### src/hw/wdl_pkg.sv
// Constants, field layouts and types for the supervision timer block
// What this block does
// While supervision is on, a missing service access before the count overflows leads to a system reset request.
// Software must complete a valid service sequence inside every timeout interval.
// A 16-bit counter advances on the system clock divided by 256 or by 16384, chosen by a setting.
// Normal mode reloads the counter from the 16-bit user value; timeout and prewarning modes reload a fixed value.
// The init_done_lock bit is held here and driven out on a system-wide write-protection line.
// The init_done_lock bit can only be changed through the supervised two-write sequence.
// An error first raises the non-maskable interrupt and only after a set delay the system reset.
// A control change takes effect only after two successive writes to the control register.
// The first write is checked against a password of fixed and user-definable fields.
// The gap between first and second write is timed and limited.
// A wrong password on the first write or wrong guard bits on the second start reset generation.
// A counter overflow starts reset generation.
// Supervision can be switched off while password protection and init_done_lock monitoring stay active.
// A second watchdog reset without a proper access in between holds the system in reset until power-on reset.
// A completed service sequence reloads the upward counter from the active reload value.
// The prewarning delay and the allowed write gap are parameters.
package wdl_pkg;
    // Register byte offsets
    localparam logic [4:0] ADDR_CTRL = 5'h00;
    localparam logic [4:0] ADDR_CFG = 5'h04;
    localparam logic [4:0] ADDR_STAT = 5'h08;
    localparam logic [4:0] ADDR_IRQ_STAT = 5'h0C;
    localparam logic [4:0] ADDR_IRQ_MASK = 5'h10;

    // Configuration bit positions
    localparam int CFG_DIS_BIT = 0;
    localparam int CFG_SLOW_BIT = 1;

    // Status register bit positions
    localparam int STAT_STATE_LSB = 0;
    localparam int STAT_NMI_BIT = 2;
    localparam int STAT_SEEN_BIT = 3;
    localparam int STAT_HOLD_BIT = 4;
    localparam int STAT_CNT_LSB = 16;

    // Interrupt status and mask bit positions
    localparam int IRQ_W = 3;
    localparam int IRQ_ACC_BIT = 0;
    localparam int IRQ_OVF_BIT = 1;
    localparam int IRQ_SVC_BIT = 2;

    // Password and guard patterns, reset values
    localparam logic [7:0] PW_FIXED = 8'hA5;
    localparam logic [7:0] GUARD_FIXED = 8'h5A;
    localparam logic [5:0] PW_RESET = 6'h00;
    localparam logic [15:0] RELOAD_RESET = 16'h0000;
    localparam logic [15:0] FIXED_RELOAD = 16'hFFFC;
    localparam logic [15:0] CNT_LAST = 16'hFFFF;

    // Prescaler terminal counts for divide by 256 and by 16384
    localparam logic [7:0] FAST_LAST = 8'hFF;
    localparam logic [13:0] SLOW_LAST = 14'h3FFF;

    // Timing counts in system clock cycles
    localparam int PREWARN_CYCLES_DEF = 8192;
    localparam int WINDOW_CYCLES_DEF = 64;

    // Operating modes, Gray coded along timeout, normal, prewarn, reset
    typedef enum logic [1:0] {
        ST_TIMEOUT = 2'b00,
        ST_NORMAL = 2'b01,
        ST_PREWARN = 2'b11,
        ST_RESET = 2'b10
    } wdl_state_t;

    // Layout of a control register write
    typedef struct packed {
        logic [15:0] reload;
        logic [7:0] key;
        logic [5:0] pw;
        logic unlocked;
        logic init_done;
    } wdl_ctrl_t;
endpackage

### src/hw/wdl_supervision_timer.sv
// Supervision timer with password access, init_done_lock line and reset prewarning
`timescale 1ns/10ps
module wdl_supervision_timer #(
    parameter int PREWARN_CYCLES = wdl_pkg::PREWARN_CYCLES_DEF,
    parameter int WINDOW_CYCLES = wdl_pkg::WINDOW_CYCLES_DEF
) (
    // Clock and resets
    input wire logic clk,
    input wire logic srst,
    input wire logic por_rst,
    // Avalon-MM slave
    input wire logic [4:0] address,
    input wire logic read,
    input wire logic write,
    input wire logic [31:0] writedata,
    output logic [31:0] readdata,
    output logic waitrequest,
    // System lines
    output logic init_done_lock,
    output logic nmi,
    output logic sys_reset_req,
    output logic reset_hold,
    // Interrupt
    output logic irq
);
    localparam int IRQ_W_L = wdl_pkg::IRQ_W;
    localparam logic [15:0] WINDOW_LOAD = 16'(WINDOW_CYCLES - 1);
    localparam logic [15:0] PREWARN_LOAD = 16'(PREWARN_CYCLES - 1);

    // Reset and bus handshake
    logic rst_all;
    logic ack_reg;
    logic wr_go;
    logic [31:0] readdata_reg;
    logic [31:0] rd_next;

    // Two-write access sequence
    wdl_pkg::wdl_ctrl_t wctrl;
    logic ctrl_wr;
    logic pw_ok;
    logic guard_ok;
    logic first_ok;
    logic first_bad;
    logic second_ok;
    logic second_bad;
    logic window_exp;
    logic acc_err;
    logic unlocked_reg;
    logic [15:0] window_reg;

    // Stored control word and configuration
    logic init_done_reg;
    logic [5:0] pw_reg;
    logic [15:0] reload_reg;
    logic dis_reg;
    logic slow_reg;

    // Counter and mode sequence
    logic tick;
    logic cnt_run;
    logic ovf;
    logic [15:0] cnt_reg;
    wdl_pkg::wdl_state_t state_reg;
    logic [15:0] delay_reg;
    logic err_take;
    logic enter_reset;

    // Double reset memory
    logic seen_reg;
    logic hold_reg;

    // Interrupt status and mask
    logic [IRQ_W_L-1:0] irq_stat_reg;
    logic [IRQ_W_L-1:0] irq_mask_reg;
    logic [IRQ_W_L-1:0] irq_set;
    logic [IRQ_W_L-1:0] irq_clr;

    // System reset clears all but the double reset memory
    assign rst_all = srst | por_rst;

    // Bus handshake: every access answers on its second cycle
    assign waitrequest = (read | write) & ~ack_reg;
    assign wr_go = write & ack_reg;

    // Wait state flop, dropped once the answer has been given
    always_ff @(posedge clk) begin
        if (rst_all) begin
            ack_reg <= 1'b0;
        end else begin
            ack_reg <= (read | write) & ~ack_reg;
        end
    end

    // Access sequence decode
    assign wctrl = wdl_pkg::wdl_ctrl_t'(writedata);
    assign ctrl_wr = wr_go && (address == wdl_pkg::ADDR_CTRL);
    assign pw_ok = (wctrl.key == wdl_pkg::PW_FIXED) && (wctrl.pw == pw_reg);
    assign guard_ok = (wctrl.key == wdl_pkg::GUARD_FIXED);
    assign first_ok = ctrl_wr & ~unlocked_reg & pw_ok;
    assign first_bad = ctrl_wr & ~unlocked_reg & ~pw_ok;
    assign second_ok = ctrl_wr & unlocked_reg & guard_ok;
    assign second_bad = ctrl_wr & unlocked_reg & ~guard_ok;
    assign window_exp = unlocked_reg & ~ctrl_wr & (window_reg == 16'h0000);
    assign acc_err = first_bad | second_bad | window_exp;

    // Unlock window between the two writes
    // Writes to other registers leave the window running
    always_ff @(posedge clk) begin
        if (rst_all) begin
            unlocked_reg <= 1'b0;
            window_reg <= 16'h0000;
        end else if (first_ok) begin
            unlocked_reg <= 1'b1;
            window_reg <= WINDOW_LOAD;
        end else if (ctrl_wr | window_exp) begin
            unlocked_reg <= 1'b0;
        end else if (unlocked_reg) begin
            window_reg <= window_reg - 16'h0001;
        end
    end

    // Control word, changed only by a complete sequence
    // The pw field of the second write becomes the next password
    always_ff @(posedge clk) begin
        if (rst_all) begin
            init_done_reg <= 1'b0;
            pw_reg <= wdl_pkg::PW_RESET;
            reload_reg <= wdl_pkg::RELOAD_RESET;
        end else if (second_ok) begin
            init_done_reg <= wctrl.init_done;
            pw_reg <= wctrl.pw;
            reload_reg <= wctrl.reload;
        end
    end

    // Protection line follows the stored bit directly
    assign init_done_lock = init_done_reg;

    // Configuration, writable only while the protection line is low
    always_ff @(posedge clk) begin
        if (rst_all) begin
            dis_reg <= 1'b0;
            slow_reg <= 1'b0;
        end else if (wr_go && (address == wdl_pkg::ADDR_CFG) && !init_done_reg) begin
            dis_reg <= writedata[wdl_pkg::CFG_DIS_BIT];
            slow_reg <= writedata[wdl_pkg::CFG_SLOW_BIT];
        end
    end

    // Count clock source
    wdl_prescaler u_prescaler (
        .clk(clk),
        .srst(rst_all),
        .slow_sel(slow_reg),
        .tick(tick)
    );

    // Disable stops only normal mode; timeout mode always counts
    assign cnt_run = ((state_reg == wdl_pkg::ST_NORMAL) & ~dis_reg) | (state_reg == wdl_pkg::ST_TIMEOUT);
    assign ovf = cnt_run & tick & (cnt_reg == wdl_pkg::CNT_LAST);
    // Errors count only while a prewarn can still be started
    assign err_take = (acc_err | ovf) &&
        ((state_reg == wdl_pkg::ST_NORMAL) || (state_reg == wdl_pkg::ST_TIMEOUT));

    // Upward counter with reload on service and on prewarn entry
    always_ff @(posedge clk) begin
        if (rst_all) begin
            cnt_reg <= wdl_pkg::FIXED_RELOAD;
        end else if (err_take) begin
            cnt_reg <= wdl_pkg::FIXED_RELOAD;
        end else if (second_ok && (state_reg != wdl_pkg::ST_PREWARN) && (state_reg != wdl_pkg::ST_RESET)) begin
            if (wctrl.init_done) begin
                cnt_reg <= wctrl.reload;
            end else begin
                cnt_reg <= wdl_pkg::FIXED_RELOAD;
            end
        end else if (cnt_run & tick) begin
            cnt_reg <= cnt_reg + 16'h0001;
        end
    end

    // Mode sequence: errors go to prewarn, prewarn times out into reset
    assign enter_reset = (state_reg == wdl_pkg::ST_PREWARN) && (delay_reg == 16'h0000);

    // Errors in prewarn or reset change nothing, the outcome is already fixed
    always_ff @(posedge clk) begin
        if (rst_all) begin
            state_reg <= wdl_pkg::ST_TIMEOUT;
            delay_reg <= 16'h0000;
        end else begin
            case (state_reg)
                wdl_pkg::ST_TIMEOUT, wdl_pkg::ST_NORMAL: begin
                    if (err_take) begin
                        state_reg <= wdl_pkg::ST_PREWARN;
                        delay_reg <= PREWARN_LOAD;
                    end else if (init_done_reg) begin
                        state_reg <= wdl_pkg::ST_NORMAL;
                    end else begin
                        state_reg <= wdl_pkg::ST_TIMEOUT;
                    end
                end
                wdl_pkg::ST_PREWARN: begin
                    if (enter_reset) begin
                        state_reg <= wdl_pkg::ST_RESET;
                    end else begin
                        delay_reg <= delay_reg - 16'h0001;
                    end
                end
                wdl_pkg::ST_RESET: begin
                    // Left only through srst from the reset controller or through por_rst
                    state_reg <= wdl_pkg::ST_RESET;
                end
                default: begin
                    state_reg <= wdl_pkg::ST_TIMEOUT;
                end
            endcase
        end
    end

    // Double reset memory survives srst; hold cleared only by power-on, seen also by a completed sequence
    // Hazard: the srst pulse from the reset controller must not wipe it
    always_ff @(posedge clk) begin
        if (por_rst) begin
            seen_reg <= 1'b0;
            hold_reg <= 1'b0;
        end else if (enter_reset) begin
            seen_reg <= 1'b1;
            if (seen_reg) begin
                hold_reg <= 1'b1;
            end
        end else if (second_ok) begin
            seen_reg <= 1'b0;
        end
    end

    // System lines decoded from state flops
    assign nmi = (state_reg == wdl_pkg::ST_PREWARN);
    assign sys_reset_req = (state_reg == wdl_pkg::ST_RESET) | hold_reg;
    assign reset_hold = hold_reg;

    // Sticky events; a set in the clearing cycle wins
    always_comb begin
        irq_set = '0;
        irq_set[wdl_pkg::IRQ_ACC_BIT] = acc_err;
        irq_set[wdl_pkg::IRQ_OVF_BIT] = ovf;
        irq_set[wdl_pkg::IRQ_SVC_BIT] = second_ok;
    end

    // Write-one-to-clear strobes for the status bits
    assign irq_clr = (wr_go && (address == wdl_pkg::ADDR_IRQ_STAT)) ? writedata[IRQ_W_L-1:0] : '0;

    // Status bits hold until software clears them
    always_ff @(posedge clk) begin
        if (rst_all) begin
            irq_stat_reg <= '0;
        end else begin
            irq_stat_reg <= (irq_stat_reg & ~irq_clr) | irq_set;
        end
    end

    // Mask register, same layout as the status register
    always_ff @(posedge clk) begin
        if (rst_all) begin
            irq_mask_reg <= '0;
        end else if (wr_go && (address == wdl_pkg::ADDR_IRQ_MASK)) begin
            irq_mask_reg <= writedata[IRQ_W_L-1:0];
        end
    end

    // Level interrupt while any unmasked event is pending
    assign irq = |(irq_stat_reg & irq_mask_reg);

    // Read mux; unmapped offsets read as zero
    always_comb begin
        rd_next = 32'h00000000;
        if (address == wdl_pkg::ADDR_CTRL) begin
            rd_next = {reload_reg, 8'h00, pw_reg, unlocked_reg, init_done_reg};
        end else if (address == wdl_pkg::ADDR_CFG) begin
            rd_next[wdl_pkg::CFG_DIS_BIT] = dis_reg;
            rd_next[wdl_pkg::CFG_SLOW_BIT] = slow_reg;
        end else if (address == wdl_pkg::ADDR_STAT) begin
            rd_next[wdl_pkg::STAT_STATE_LSB +: 2] = state_reg;
            rd_next[wdl_pkg::STAT_NMI_BIT] = nmi;
            rd_next[wdl_pkg::STAT_SEEN_BIT] = seen_reg;
            rd_next[wdl_pkg::STAT_HOLD_BIT] = hold_reg;
            rd_next[wdl_pkg::STAT_CNT_LSB +: 16] = cnt_reg;
        end else if (address == wdl_pkg::ADDR_IRQ_STAT) begin
            rd_next[IRQ_W_L-1:0] = irq_stat_reg;
        end else if (address == wdl_pkg::ADDR_IRQ_MASK) begin
            rd_next[IRQ_W_L-1:0] = irq_mask_reg;
        end
    end

    // Read data captured in the waiting cycle so it stands when waitrequest drops
    always_ff @(posedge clk) begin
        if (rst_all) begin
            readdata_reg <= 32'h00000000;
        end else if (read & ~ack_reg) begin
            readdata_reg <= rd_next;
        end
    end

    // Bus read data comes straight from a flop
    assign readdata = readdata_reg;
endmodule

### src/hw/wdl_prescaler.sv
// Count clock prescaler for the supervision timer
`timescale 1ns/10ps
module wdl_prescaler (
    // Clock and reset
    input wire logic clk,
    input wire logic srst,
    // Divider choice, high selects the slow rate
    input wire logic slow_sel,
    // One-cycle count enable
    output logic tick
);
    logic [13:0] cnt_reg;
    logic tick_reg;

    // Free running divider; both rates share one counter to save flops
    always_ff @(posedge clk) begin
        if (srst) begin
            cnt_reg <= 14'h0000;
            tick_reg <= 1'b0;
        end else begin
            cnt_reg <= cnt_reg + 14'h0001;
            if (slow_sel) begin
                tick_reg <= (cnt_reg == wdl_pkg::SLOW_LAST);
            end else begin
                tick_reg <= (cnt_reg[7:0] == wdl_pkg::FAST_LAST);
            end
        end
    end

    assign tick = tick_reg;
endmodule

### config.mk
export PLATFORM = sky130hd
export DESIGN_NAME = wdl_supervision_timer
export DESIGN_NICKNAME = d
export VERILOG_FILES = /design/src/hw/wdl_pkg.sv /design/src/hw/wdl_supervision_timer.sv /design/src/hw/wdl_prescaler.sv
export SDC_FILE = /design/constraint.sdc
export NUM_CORES = 1
export LEC_CHECK = 0
export CORE_ASPECT_RATIO = 1.2
export CORE_UTILIZATION = 50
export CTS_BUF_LIST = sky130_fd_sc_hd__clkbuf_8 sky130_fd_sc_hd__clkbuf_16
export CTS_CLUSTER_SIZE = 30
export DETAILED_ROUTE_END_ITERATION = 8
export DONT_BUFFER_PORTS = 1
export HOLD_SLACK_MARGIN = 0.08
export PLACE_DENSITY = 0.75
export SLEW_MARGIN = 10
export SYNTH_ARGS = -nofsm -noshare
export SYNTH_HDL_FRONTEND = slang
export SYNTH_SLANG_ARGS = --single-unit
### constraint.sdc
create_clock -name clk -period 2.7 [get_ports clk]
set_input_delay 0.135 -clock clk [delete_from_list [all_inputs] [get_ports clk]]
set_output_delay 0.135 -clock clk [all_outputs]
set_load 0.01 [all_outputs]
==> summary.txt <==
Synthesis
  – FF+latch count, synth: 124
  – Seq/Total Area, Yosys: 40.2%
  – Mean Syn Cell Area: 8.40 um^2
  – Most frequent cells after synthesis: 124 x dfxtp_1, 100 x nor2_1, 64 x a21oi_1
  – Synth area leaders: dfxtp_1 40%, mux2i_1 6.6%, nor2_1 6.1%
  – YS warnings: 0
  – Post-synthesis instance area: 6180 um^2
  – Post-Synthesis Cells: 736
  – Most common cell in the synthesized netlist: dfxtp_1
  – Synth area leader: dfxtp_1
  – Share of flip-flops with an asynchronous set or reset: 0%
  – Yosys top cell area share: 40.2%
  – Synth Flop Type: dfxtp_1
  – Number of synthesized flops with an enable pin: 0
  – Yosys cell types: 60

Die
  – Starting density of the core: 51.3%
  – Die height: 124 um
  – Num ports: 80
  – Core Area: 12,100 um^2
  – Die ar.: 12,800 um^2
  – Rows: 44
  – Die W: 103 um

Place
  – Gpl congestion: 0.851
  – Port Buffers: 0
  – Hpwl dp: 11.3 mm
  – Placed insts: 869

Worst setup path
  – Crit path launch: window_reg[0]$_SDFFE_PP0P_
  – Crit path max fanout: 20
  – CP startpoint kind: flip-flop
  – Critical-path cell list: inv_1, ha_1, or4b_2, or4_1, mux2i_4, a311oi_2, buf_6, a221oi_2
  – Critical Path Sink Type: flip-flop
  – Crit-path slowest cell: or4b_2
  – WS Path Type: flip-flop to flip-flop
  – Worst endpoint required time: 3.02 ns
  – Max incr delay on CP: 0.56 ns
  – Reg2Reg Launch Point: window_reg[0]$_SDFFE_PP0P_
  – Worst Path Buf+Inv: 2
  – Delay-heaviest family, CP: simple AND/OR/NAND/NOR gates
  – Worst EP arrival: 2.88 ns

STA
  – Tmin final: 2.55 ns
  – Final Max Slew Viols: 0
  – Relative slew slack: 26.6%
  – RSZ-0062 raised after global routing: false
  – # setup viols final: 0
  – Max Freq: 392 MHz
  – Clock skew: 0.0107 ns
  – Final Cycle Share: 94.5%
  – Least-Margin Pin Slew: 1.10 ns
  – Setup tns final: 0 ns
  – Fin. Hold Viols: 0

GRT
  – Grt ovf: 0
  – Gr usage total: 26.8%
  – Number of antenna violations at the first check in global routing: 0
  – Vias in the first global route: 5,489
  – Global-route wire length before repair: 25.9 mm
  – Largest net degree at the start of global routing: 52

Power
  – Static leakage: 2.79 nW
  – Peak supply drop: 0.349 mV
  – Power Density: 589 nW/um^2

Cells and area
  – Layout cells sized above 1: 8.68%
  – Finished Layout Cells: 933
  – Fin nets: 807
  – Antenna diode count: 0
  – Max reg flops: 24
  – Synthesis-to-layout area growth: 17.7%

Clocking
  – Max H-tree Level: 4
  – Post-CTS setup buffer count: 0
  – Sink Count: 124
  – TritonCTS clock tree: done
  – Clk Tree Root Cell: clkbuf_16
  – Clock Latency Late Sink: 0.42 ns
  – CTS clk-pin slew, worst paths: 0.05 ns
  – CTS Buf Count: 17
  – Worst-case clock buffer depth: 2

Hold path
  – HP Start: address[2]
  – Worst min path class: input pin to flip-flop

Route
  – First-pass iteration count of the detailed router: 5
  – Drt wl/cell: 17.6 um
  – Routed WL: 16.4 mm
  – Routed Antenna Nets: 0
  – Vias per Instance: 6.10
  – Post-route DRC: 0
  – DRT iter0 DRCs: 335
  – Vias: 5,691

Job
  – Maxcap violations: 0

Outcome
  – Status: complete, no violations
-- repair_timing --
| action | 4_1_cts | 5_1_grt |
|---|---|---|
| endpoints found under the setup margin | 0 | 3 |
| hold endpoints to repair | 54 | 0 |
| gates resized for setup | 0 | 3 |
| hold buffers | 32 | 0 |
-- power by group --
part           total [mW]  switching [mW]  internal, mW
clock network        2.27           0.826          1.45
registers            1.84         0.00629          1.84
logic               0.165          0.0999        0.0647
total                4.28           0.932          3.35
-- cell families (layout without fill, tap and decap cells) --
family	after synthesis	in the layout	share of synthesized area, %
AO/OA/AOI/OAI	144	144	15.1
XOR/XNOR	41	41	5.81
adder cells (fa/ha/maj)	6	6	1.21
buffers and inverters	71	100	4.86
flip-flops	124	124	40.2
multiplexers	45	45	7.55
other	1	8	0.0607
AND/OR/NAND/NOR	304	304	25.2
-- final timing paths --
path	end	slack, ns	cells past startpoint
min reg2reg	u_prescaler.cnt_reg[0]$_SDFF_PP0_	0.46	1
max	delay_reg[5]$_SDFFE_PP0P_	0.15	8
max reg2reg	delay_reg[5]$_SDFFE_PP0P_	0.15	8
min	irq_mask_reg[2]$_SDFFE_PP0P_	0.1	4
-- routing by layer --
metal	part of all wire, %	global-route usage [%]	vias to the layer above
li1	-	-	2714
met1	39	29.4	2718
met2	51	46.6	203
met3	5.7	6.96	56
met4	3.8	14.5	0
met5	0	0	-
-- layout by cell type (no fill, tap or decap), types with 4 or more instances in the layout --
cell type / count
and2_1: 7
ha_1: 6
a221oi_1: 8
and3_1: 6
nand4_1: 18
nand2b_1: 4
o31a_1: 11
dlygate4sd3_1: 32
mux2i_1: 41
nand3_1: 26
nor4_1: 19
inv_1: 17
clkinvlp_4: 5
buf_4: 19
nor3_1: 51
o211ai_1: 12
clkbuf_16: 17
or2_2: 4
o21ai_0: 17
conb_1: 8
xnor2_1: 14
or3_1: 11
a21oi_1: 64
clkbuf_8: 4
xor2_1: 27
nor2_1: 100
nand2_1: 25
dfxtp_1: 124
nor4bb_1: 4
or4_1: 11
-- per-stage QoR --
step                power [mW]  hold slack (ns)  setup WS, ns  util, %  instance area, um^2
floorplan                 1.99            0.204         0.296        -                 6210
global placement          2.00            0.209         0.194     52.6                 6340
detailed placement        2.00            0.213         0.146     52.6                 6340
CTS                       4.29           0.0826         0.138     60.2                 7260
global route              4.41            0.101       0.00973     60.3                 7270
finish                    4.28           0.0982         0.148     60.3                 7270
-- area by class of cell --
type                       count  area, um^2
multi-input combinational    548        3440
clock inverter                11         119
clock buffer                  21         480
inverter                      15        56.3
sequential                   124        2480
fill                        1020        4780
timing repair buffer          53         494
tap                          161         201
-- worst reg2reg max path, stage by stage (launching register included) --
cell      delay (ns)
dfxtp_1         0.33
inv_1           0.09
ha_1            0.14
or4b_2          0.56
or4_1           0.49
mux2i_4         0.23
a311oi_2        0.15
buf_6           0.22
a221oi_2        0.24
(Power assumes the default switching activity.)
